--- src/rtl/lcsel_pkg.sv ---
// Shared constants and types for the latched channel select host controller.
`default_nettype none
package lcsel_pkg;
  localparam int unsigned LCSEL_CLK_HZ = 50_000_000;
  localparam int unsigned LCSEL_CLK_NS = 20;
  // Least write pulse width and address setup before the strobe falls, in ns.
  localparam int unsigned LCSEL_WR_PULSE_NS = 300;
  localparam int unsigned LCSEL_SETUP_NS = 180;
  // Cycle counts, least times rounded up.
  localparam int unsigned LCSEL_WR_PULSE_CYC =
    (LCSEL_WR_PULSE_NS + LCSEL_CLK_NS - 1) / LCSEL_CLK_NS;
  localparam int unsigned LCSEL_SETUP_CYC = (LCSEL_SETUP_NS + LCSEL_CLK_NS - 1) / LCSEL_CLK_NS;
  localparam int unsigned LCSEL_CNT_W = 5;
  localparam int unsigned LCSEL_CHAN_W = 3;
  localparam int unsigned LCSEL_CHAR_W = 8;
  // Printable digit characters start at this code; the low bits carry the channel.
  localparam logic [LCSEL_CHAR_W-1:0] LCSEL_DIGIT_ZERO = 8'h30;
  typedef enum logic [2:0] {LCSEL_IDLE, LCSEL_SETUP, LCSEL_PULSE, LCSEL_HOLD} lcsel_state_e;
endpackage
`default_nettype wire

--- src/rtl/lcsel_strobe_if.sv ---
// Interface carrying one strobe request and its completion between the modules.
`default_nettype none
interface lcsel_strobe_if;
  logic start;
  logic busy;
  logic done;
  logic strobe_n;
  modport ctrl (output start, input busy, input done, input strobe_n);
  modport tmr (input start, output busy, output done, output strobe_n);
endinterface
`default_nettype wire

--- src/rtl/lcsel_strobe_timer.sv ---
// Timer that shapes one active-low strobe with setup before it and a least width.
`default_nettype none
module lcsel_strobe_timer
  import lcsel_pkg::*;
(
  input wire logic clk,
  input wire logic sys_rst,
  lcsel_strobe_if.tmr sif
);
  lcsel_state_e state_r, state_nxt;
  logic [LCSEL_CNT_W-1:0] cnt_r, cnt_nxt;
  logic strobe_n_r, strobe_n_nxt;
  logic done_r, done_nxt;

  // Next state: setup with strobe high, then a low pulse, then one cycle of hold.
  always_comb begin
    state_nxt = state_r;
    cnt_nxt = cnt_r;
    strobe_n_nxt = strobe_n_r;
    done_nxt = 1'b0;
    case (state_r)
      LCSEL_IDLE: begin
        if (sif.start) begin
          state_nxt = LCSEL_SETUP;
          cnt_nxt = LCSEL_CNT_W'(LCSEL_SETUP_CYC - 1);
        end
      end
      LCSEL_SETUP: begin
        if (cnt_r == '0) begin
          state_nxt = LCSEL_PULSE;
          strobe_n_nxt = 1'b0;
          cnt_nxt = LCSEL_CNT_W'(LCSEL_WR_PULSE_CYC - 1);
        end else begin
          cnt_nxt = cnt_r - 1'b1;
        end
      end
      LCSEL_PULSE: begin
        if (cnt_r == '0) begin
          state_nxt = LCSEL_HOLD;
          strobe_n_nxt = 1'b1;
        end else begin
          cnt_nxt = cnt_r - 1'b1;
        end
      end
      default: begin
        state_nxt = LCSEL_IDLE;
        done_nxt = 1'b1;
      end
    endcase
  end

  // Registers only.
  always_ff @(posedge clk or posedge sys_rst) begin
    if (sys_rst) begin
      state_r <= LCSEL_IDLE;
      cnt_r <= '0;
      strobe_n_r <= 1'b1;
      done_r <= 1'b0;
    end else begin
      state_r <= state_nxt;
      cnt_r <= cnt_nxt;
      strobe_n_r <= strobe_n_nxt;
      done_r <= done_nxt;
    end
  end

  assign sif.strobe_n = strobe_n_r;
  assign sif.done = done_r;
  assign sif.busy = (state_r != LCSEL_IDLE);

  // Last cycle of the low pulse, counted from the first low sample.
  localparam int PULSE_LAST = LCSEL_WR_PULSE_CYC - 1;
endmodule
`default_nettype wire

--- src/rtl/lcsel_host.sv ---
// Host controller that selects one of eight channels on a latched selector.
`default_nettype none
// Notes on behaviour
// - Data valid out mirrors the write strobe and data accepted is tied low, so no handshake wait occurs.
// - The host sends one character per channel select transfer.
// - The host sends no trailing end-of-data character.
// - The host sends no decimal point or other non-digit character.
// - The host holds clear low during power up.
// - The host reset drives the selector clear through a register that releases it on the first edge after reset.
// - The host makes the write strobe only while the selector is addressed.
module lcsel_host
  import lcsel_pkg::*;
#(
  parameter int unsigned CHAN_W = LCSEL_CHAN_W
)
(
  input wire logic clk,
  input wire logic sys_rst,
  input wire logic req_valid,
  input wire logic [CHAN_W-1:0] req_chan,
  input wire logic req_enable,
  output logic req_ready,
  output logic req_done,
  output logic [LCSEL_CHAR_W-1:0] character_bus,
  output logic host_data_valid_out,
  output logic host_data_accepted_in,
  output logic [CHAN_W-1:0] sel_addr,
  output logic sel_enable,
  output logic sel_wr_n,
  output logic clear_n
);
  lcsel_strobe_if sif ();
  lcsel_strobe_timer u_timer (.clk(clk), .sys_rst(sys_rst), .sif(sif));

  // Cycle distances that the checks below count in plain delays.
  localparam int PULSE_LAST = LCSEL_WR_PULSE_CYC - 1;
  localparam int SETUP_PAST = LCSEL_SETUP_CYC + 1;

  logic [LCSEL_CHAR_W-1:0] char_r, char_nxt;
  logic [CHAN_W-1:0] addr_r, addr_nxt;
  logic en_r, en_nxt;
  logic start_r, start_nxt;
  logic clear_n_r, clear_n_nxt;
  logic done_r, done_nxt;
  logic ready_r, ready_nxt;

  // Forms the single ASCII digit for a channel.
  function automatic logic [LCSEL_CHAR_W-1:0] digit_of(input logic [CHAN_W-1:0] ch);
    digit_of = LCSEL_DIGIT_ZERO | LCSEL_CHAR_W'(ch);
  endfunction

  // Accept one request at a time and present address and character before the strobe.
  always_comb begin
    char_nxt = char_r;
    addr_nxt = addr_r;
    en_nxt = en_r;
    start_nxt = 1'b0;
    clear_n_nxt = 1'b1;
    done_nxt = sif.done;
    ready_nxt = 1'b0;
    if (req_valid && ready_r) begin
      char_nxt = digit_of(req_chan);
      addr_nxt = req_chan;
      en_nxt = req_enable;
      start_nxt = 1'b1;
    end else begin
      ready_nxt = !sif.busy && !start_r && !sif.done && clear_n_r;
    end
  end

  // Registers only; reset holds the selector cleared until the first edge after release.
  always_ff @(posedge clk or posedge sys_rst) begin
    if (sys_rst) begin
      char_r <= '0;
      addr_r <= '0;
      en_r <= 1'b0;
      start_r <= 1'b0;
      clear_n_r <= 1'b0;
      done_r <= 1'b0;
      ready_r <= 1'b0;
    end else begin
      char_r <= char_nxt;
      addr_r <= addr_nxt;
      en_r <= en_nxt;
      start_r <= start_nxt;
      clear_n_r <= clear_n_nxt;
      done_r <= done_nxt;
      ready_r <= ready_nxt;
    end
  end

  // Every output but the tied-low host_data_accepted_in is taken straight from a register here or in the timer.
  assign sif.start = start_r;
  assign req_ready = ready_r;
  assign req_done = done_r;
  assign character_bus = char_r;
  assign host_data_valid_out = sif.strobe_n; // Mirrors strobe timing, active low.
  assign host_data_accepted_in = 1'b0;
  assign sel_addr = addr_r;
  assign sel_enable = en_r;
  assign sel_wr_n = sif.strobe_n;
  assign clear_n = clear_n_r;

  // Counts how long the write strobe has been low, so that a stretch that is too long or
  // too short shows without unrolling a long repetition; it saturates rather than wraps.
  logic [LCSEL_CNT_W-1:0] low_run_r, low_run_nxt;
  always_comb begin
    low_run_nxt = '0;
    if (!sel_wr_n) begin
      low_run_nxt = (low_run_r == '1) ? low_run_r : low_run_r + 1'b1;
    end
  end

  // Registers only.
  always_ff @(posedge clk or posedge sys_rst) begin
    if (sys_rst) begin
      low_run_r <= '0;
    end else begin
      low_run_r <= low_run_nxt;
    end
  end
endmodule
`default_nettype wire

--- config.mk ---
export PLATFORM = sky130hd
export DESIGN_NAME = lcsel_host
export DESIGN_NICKNAME = d
export VERILOG_FILES = /design/src/rtl/lcsel_pkg.sv /design/src/rtl/lcsel_strobe_if.sv /design/src/rtl/lcsel_strobe_timer.sv /design/src/rtl/lcsel_host.sv
export SDC_FILE = /design/constraint.sdc
export NUM_CORES = 1
export LEC_CHECK = 0
export CORE_UTILIZATION = 59
export CTS_CLUSTER_DIAMETER = 40
export DETAILED_ROUTE_END_ITERATION = 6
export DONT_BUFFER_PORTS = 1
export PLACE_DENSITY = 0.86
export SYNTH_ARGS = -nofsm -noshare
export SYNTH_HDL_FRONTEND = slang
export SYNTH_HIERARCHICAL = 1
export SYNTH_SLANG_ARGS = --single-unit
--- constraint.sdc ---
create_clock -name clk -period 2.1 [get_ports clk]
set_input_delay 0.21 -clock clk [delete_from_list [all_inputs] [get_ports clk]]
set_output_delay 0.21 -clock clk [all_outputs]
set_load 0.03 [all_outputs]
* Word level (Yosys, flattened, before mapping)
Index checks and enable logic that the tools add are counted.
Storage, ports and cells: bits in registers 22, input port bits 7, word-level logic and storage cells 48
Operators by class: add/sub/neg operators 1, equality and inequality tests 6, multiplexer cells 14, reduce and logical (&&, ||, !) cells 16
Operators by type and width (count):
- $mux W5 | 3
- $pmux W5 S3 | 1
- $mux W3 | 3
- $pmux W3 S3 | 1
- $reduce_and A3 Y1 | 3
- $reduce_bool A3 Y1 | 2
- $logic_not A5 Y1 | 1
- $mux W1 | 5
- $sub A5 B1 Y5 const B | 1
- $logic_and A1 B1 Y1 | 4
- $ne A2 B1 Y1 const B | 2
- $ne A2 B2 Y1 const B | 2
- $eq A3 B1 Y1 const B | 1
- $eq A3 B2 Y1 const B | 1
- $logic_not A1 Y1 | 3
- $logic_not A3 Y1 | 1
- $reduce_or A3 Y1 | 1
- $pmux W1 S2 | 1
- $reduce_bool A2 Y1 | 1

* Longest topological paths before layout
depth in word-level cells 6, gate-level depth with buffers 6

* Cells and area by module
Netlist, hierarchy kept.
By module, submodules not included:
- lcsel_strobe_timer | instances 1, cells an instance 52, area each 535.5 µm², sequential area each 226.5 µm²
- lcsel_host | instances 1, cells an instance 30, area each 395.4 µm², sequential area each 225.2 µm²

* Least setup slack after synthesis
No wires, ideal clock.
path type flip-flop to flip-flop, from reg u_timer.cnt_r[0], to reg u_timer.state_r[1], setup time 127 ps, data arrival time 1472 ps, data required time 1973 ps, slack 500 ps, stages on the path, launching flop included 7, clock period less this slack 1600 ps, cell sequence dfrtp_1 -> inv_1 -> ha_1 -> nor4b_4 -> nor2_1 -> nor2_1 -> mux2_1
Between the ends: cells in the longest elaborated chain, start to end 3, elaborated cells on any way between the ends 4
RTL lines:
- start: declaration | RTL line lcsel_strobe_timer.sv:11 | logic [LCSEL_CNT_W-1:0] cnt_r, cnt_nxt;
- start signal: assignment | RTL line lcsel_strobe_timer.sv:61 | cnt_r <= cnt_nxt;
- $logic_not A5 Y1 * | RTL line lcsel_strobe_timer.sv:29, lcsel_strobe_timer.sv:38
- $ne A2 B1 Y1 (no source line)
- $reduce_and A3 Y1 (no source line) *
- end signal: assignment | RTL line lcsel_strobe_timer.sv:60 | state_r <= state_nxt;
- end: declaration | RTL line lcsel_strobe_timer.sv:10 | lcsel_state_e state_r, state_nxt;
Mark *: on every way between the ends. The rest lies on a longest branch, timed or not. A chain may end at the register's enable or synchronous reset.

* Final worst setup path
Ends and elaborated chain as after synthesis.

==> results by group <==
Clock network
  – CTS root buf: clkbuf_4
  – Clock insertion delay at the later pin of the skew report: 0.28 ns
  – Num CTS Buffers: 3
  – Max Buffers Root-to-Sink: 2
  – Setup bufs post-CTS: 0
  – H-tree depth: 1
  – CTS tree: built
  – Clk sinks: 18
  – Clk slew on worst S/H paths: 0.10 ns

Routing
  – Post-route ant nets: 0
  – Routed vias/inst: 5.490
  – DR vias: 527
  – Routed WL: 1.320 mm
  – Wire per inst: 13.75 um
  – DRC viols: 0
  – DRT Pass-1 Iters: 4
  – Initial DRC count: 4

Final layout
  – Area of the multi-input gates: 392.9 um2
  – Register area: 451.7 um2
  – Synth-to-layout area growth: 0.9408%
  – Share of layout cells above drive strength 1: 0.1975
  – Number of fill cells: 98
  – Nets: 94
  – ANT cells: 0

Timing
  – RSZ-0062 raised after global routing: false
  – Final Slew Violations: 0
  – Slew margin rel.: 0.6244
  – Setup Total Neg Slack: 0 ns
  – FMAX: 0.5566 GHz
  – Final Skew: 0.0003873 ns
  – Post-route minimum period: 1.797 ns
  – Worst-Margin Slew: 0.5634 ns
  – Setup violators final: 0
  – Fin. Hold Viols: 0
  – Period utilization: 0.8555

Worst setup path
  – CP required: 2.28 ns
  – Worst r2r dst: u_timer/state_r[1]$_DFFE_PP0P_
  – Reg2reg start: u_timer/cnt_r[0]$_DFFE_PP0P_
  – R2R depth: 6
  – Worst setup path category: reg2reg
  – Crit end category: register
  – Setup crit start: u_timer/cnt_r[0]$_DFFE_PP0P_
  – CP arrival: 1.97 ns
  – CP startpoint kind: register
  – Reg2Reg Setup Slack: 0.30 ns
  – Crit-path max FO: 5
  – Crit path to: u_timer/state_r[1]$_DFFE_PP0P_

Logic synthesis
  – Post-Synthesis Cells: 82
  – Sequential share of the synthesized area: 0.4852
  – Yosys warning count: 6
  – Post-synthesis cell type count: 27
  – Mapped Area: 930.9 um2
  – Most used DFF post-synth: dfrtp_1
  – Async S/R FF share, synth: 1.000
  – Post-synthesis register bit count: 18
  – EDFF count, synth: 0
  – Synth Area per Inst: 11.35 um2

Floorplanning
  – Std cell rows: 13
  – Die Footprint: 0.001741 mm2
  – Total core area: 0.001383 mm2
  – Die Ht: 41.72 um
  – Number of top-level pins: 25
  – Starting Density: 0.6733
  – Die X: 41.72 um

Global route
  – First-pass GRT wire length: 2.180 mm
  – Total track usage: 0.1694
  – GRT overflow: 0
  – Vias in the first global route: 480
  – Initial antenna violation count: 0
  – Largest net degree at the start of global routing: 11

Outcome
  – Status: finished, final reports clean

Power
  – Peak supply drop: 0.0008413 V
  – Power Density: 1731 mW/mm2
  – Overall power: 0.001626 W
  – Leak pwr: 0.4704 nW

Placed design
  – Gp weighted congestion: 0.7684
  – PortBufs: 0
  – Post-DP HPWL: 1.018 mm

Min path
  – Hold_sp: req_chan[1]
  – Worst min path class: in2reg

Job
  – Max cap viols: 0
-- report_power, final --
part | leakage, nW | switching (W) | total [W] | internal (W)
clock | 0.0210 | 0.0000999 | 0.000205 | 0.000106
combinational | 0.227 | 0.000318 | 0.000629 | 0.000311
sequential | 0.222 | 0.000321 | 0.000792 | 0.000472
total | 0.470 | 0.000738 | 0.00163 | 0.000888
-- worst min-delay path by stage --
| stage | to | slack, ns | cells after the start |
|---|---|---|---|
| floorplan | u_timer/cnt_r[0]$_DFFE_PP0P_ | 0.04 | 1 |
| global placement | sel_addr[0]$_DFFE_PP0P_ | 0.06 | 1 |
| detailed placement | sel_addr[0]$_DFFE_PP0P_ | 0.07 | 1 |
| CTS | sel_addr[1]$_DFFE_PP0P_ | 0.05 | 1 |
| global route | sel_enable$_DFFE_PP0P_ | 0.04 | 1 |
| finish | sel_addr[1]$_DFFE_PP0P_ | 0.06 | 1 |
-- critical path, stage by stage, from the launching register on --
cell and delay (ns):
dfrtp_1 0.40, inv_1 0.09, ha_1 0.20, nor4b_4 0.40, nor2_1 0.14, nor2_1 0.13, mux2_1 0.33
-- cells in the final DEF, fill, tap and decap left out, drive strengths merged --
cell type	instances
nor3	1
conb	5
a211oi	1
dlygate4sd3	1
ha	5
clkbuf	4
dfstp	1
o21ai	5
nor2	7
a211o	1
nor4b	1
nand2	5
or2b	1
dfrtp	17
xnor2	1
o22a	1
a21oi	1
nor2b	1
nand3	2
inv	8
a22o	2
mux2	6
nor3b	2
and2	1
and4b	1
-- routing by layer --
metal	GRT usage	vias to the layer above	routed length, um
li1	-	257	-
met1	0.2297	244	585
met2	0.2500	20	646
met3	0.03043	6	58
met4	0.1032	0	30
met5	0	-	0
-- synthesized netlist by cell type (2+ instances only) --
cell     instances  area (um2)
ha_1             5       62.56
buf_4            9       67.56
inv_1            8       30.03
a22o_2           2       20.02
nor2_1           7       26.28
conb_1           2       7.510
nand2_1          4       15.01
nor3b_1          2       15.01
o21ai_0          5       25.02
nand3_1          2       10.01
mux2_4           4       60.06
dfrtp_1         17       425.4
-- cell type report --
class                      instances  area share
timing repair buffer               1     0.01065
clock buffer                       4     0.03862
sequential                        18      0.4807
tap                               15     0.01997
inverter                           8     0.03196
multi-input combinational         50      0.4181
-- sequential cells by signal (all words and copies together), names as in the netlist --
signal                count
u_timer/sif.strobe_n      1
character_bus             2
req_done                  1
u_timer/cnt_r             5
req_ready                 1
u_timer/state_r           2
sel_enable                1
u_timer/sif.done          1
sel_addr                  2
clear_n                   1
sif.start                 1
-- kinds of logic after synthesis --
logic type / Yosys count / synth area share
AO/OA/AOI/OAI: 11 / 0.09542
AND/OR/NAND/NOR: 22 / 0.1411
buffers and inverters: 17 / 0.1048
multiplexers: 6 / 0.08871
XOR/XNOR: 1 / 0.009410
adder cells (fa/ha/maj): 5 / 0.06720
flip-flops: 18 / 0.4852
other: 2 / 0.008068
-- metrics by stage --
stage	instance area, um2	std cells	setup slack [ns]	hold slack (ns)	utilization
6_report	939.7	96	0.3034	0.06315	0.6796
3_3_place_gp	893.4	91	0.3253	0.06473	0.6462
3_5_place_dp	893.4	91	0.3049	0.07339	0.6462
2_1_floorplan	942.2	85	0.5000	0.03720	-
4_1_cts	939.7	96	0.2863	0.05472	0.6796
5_1_grt	939.7	96	0.1133	0.03652	0.6796
-- timing repair --
item | in CTS | in global routing
endpoints found under the hold margin | 17 | 0
endpoints found under the setup margin | 0 | 0
resized for setup | 0 | 0
hold buffers | 1 | 0
(Power assumes the default switching activity.)
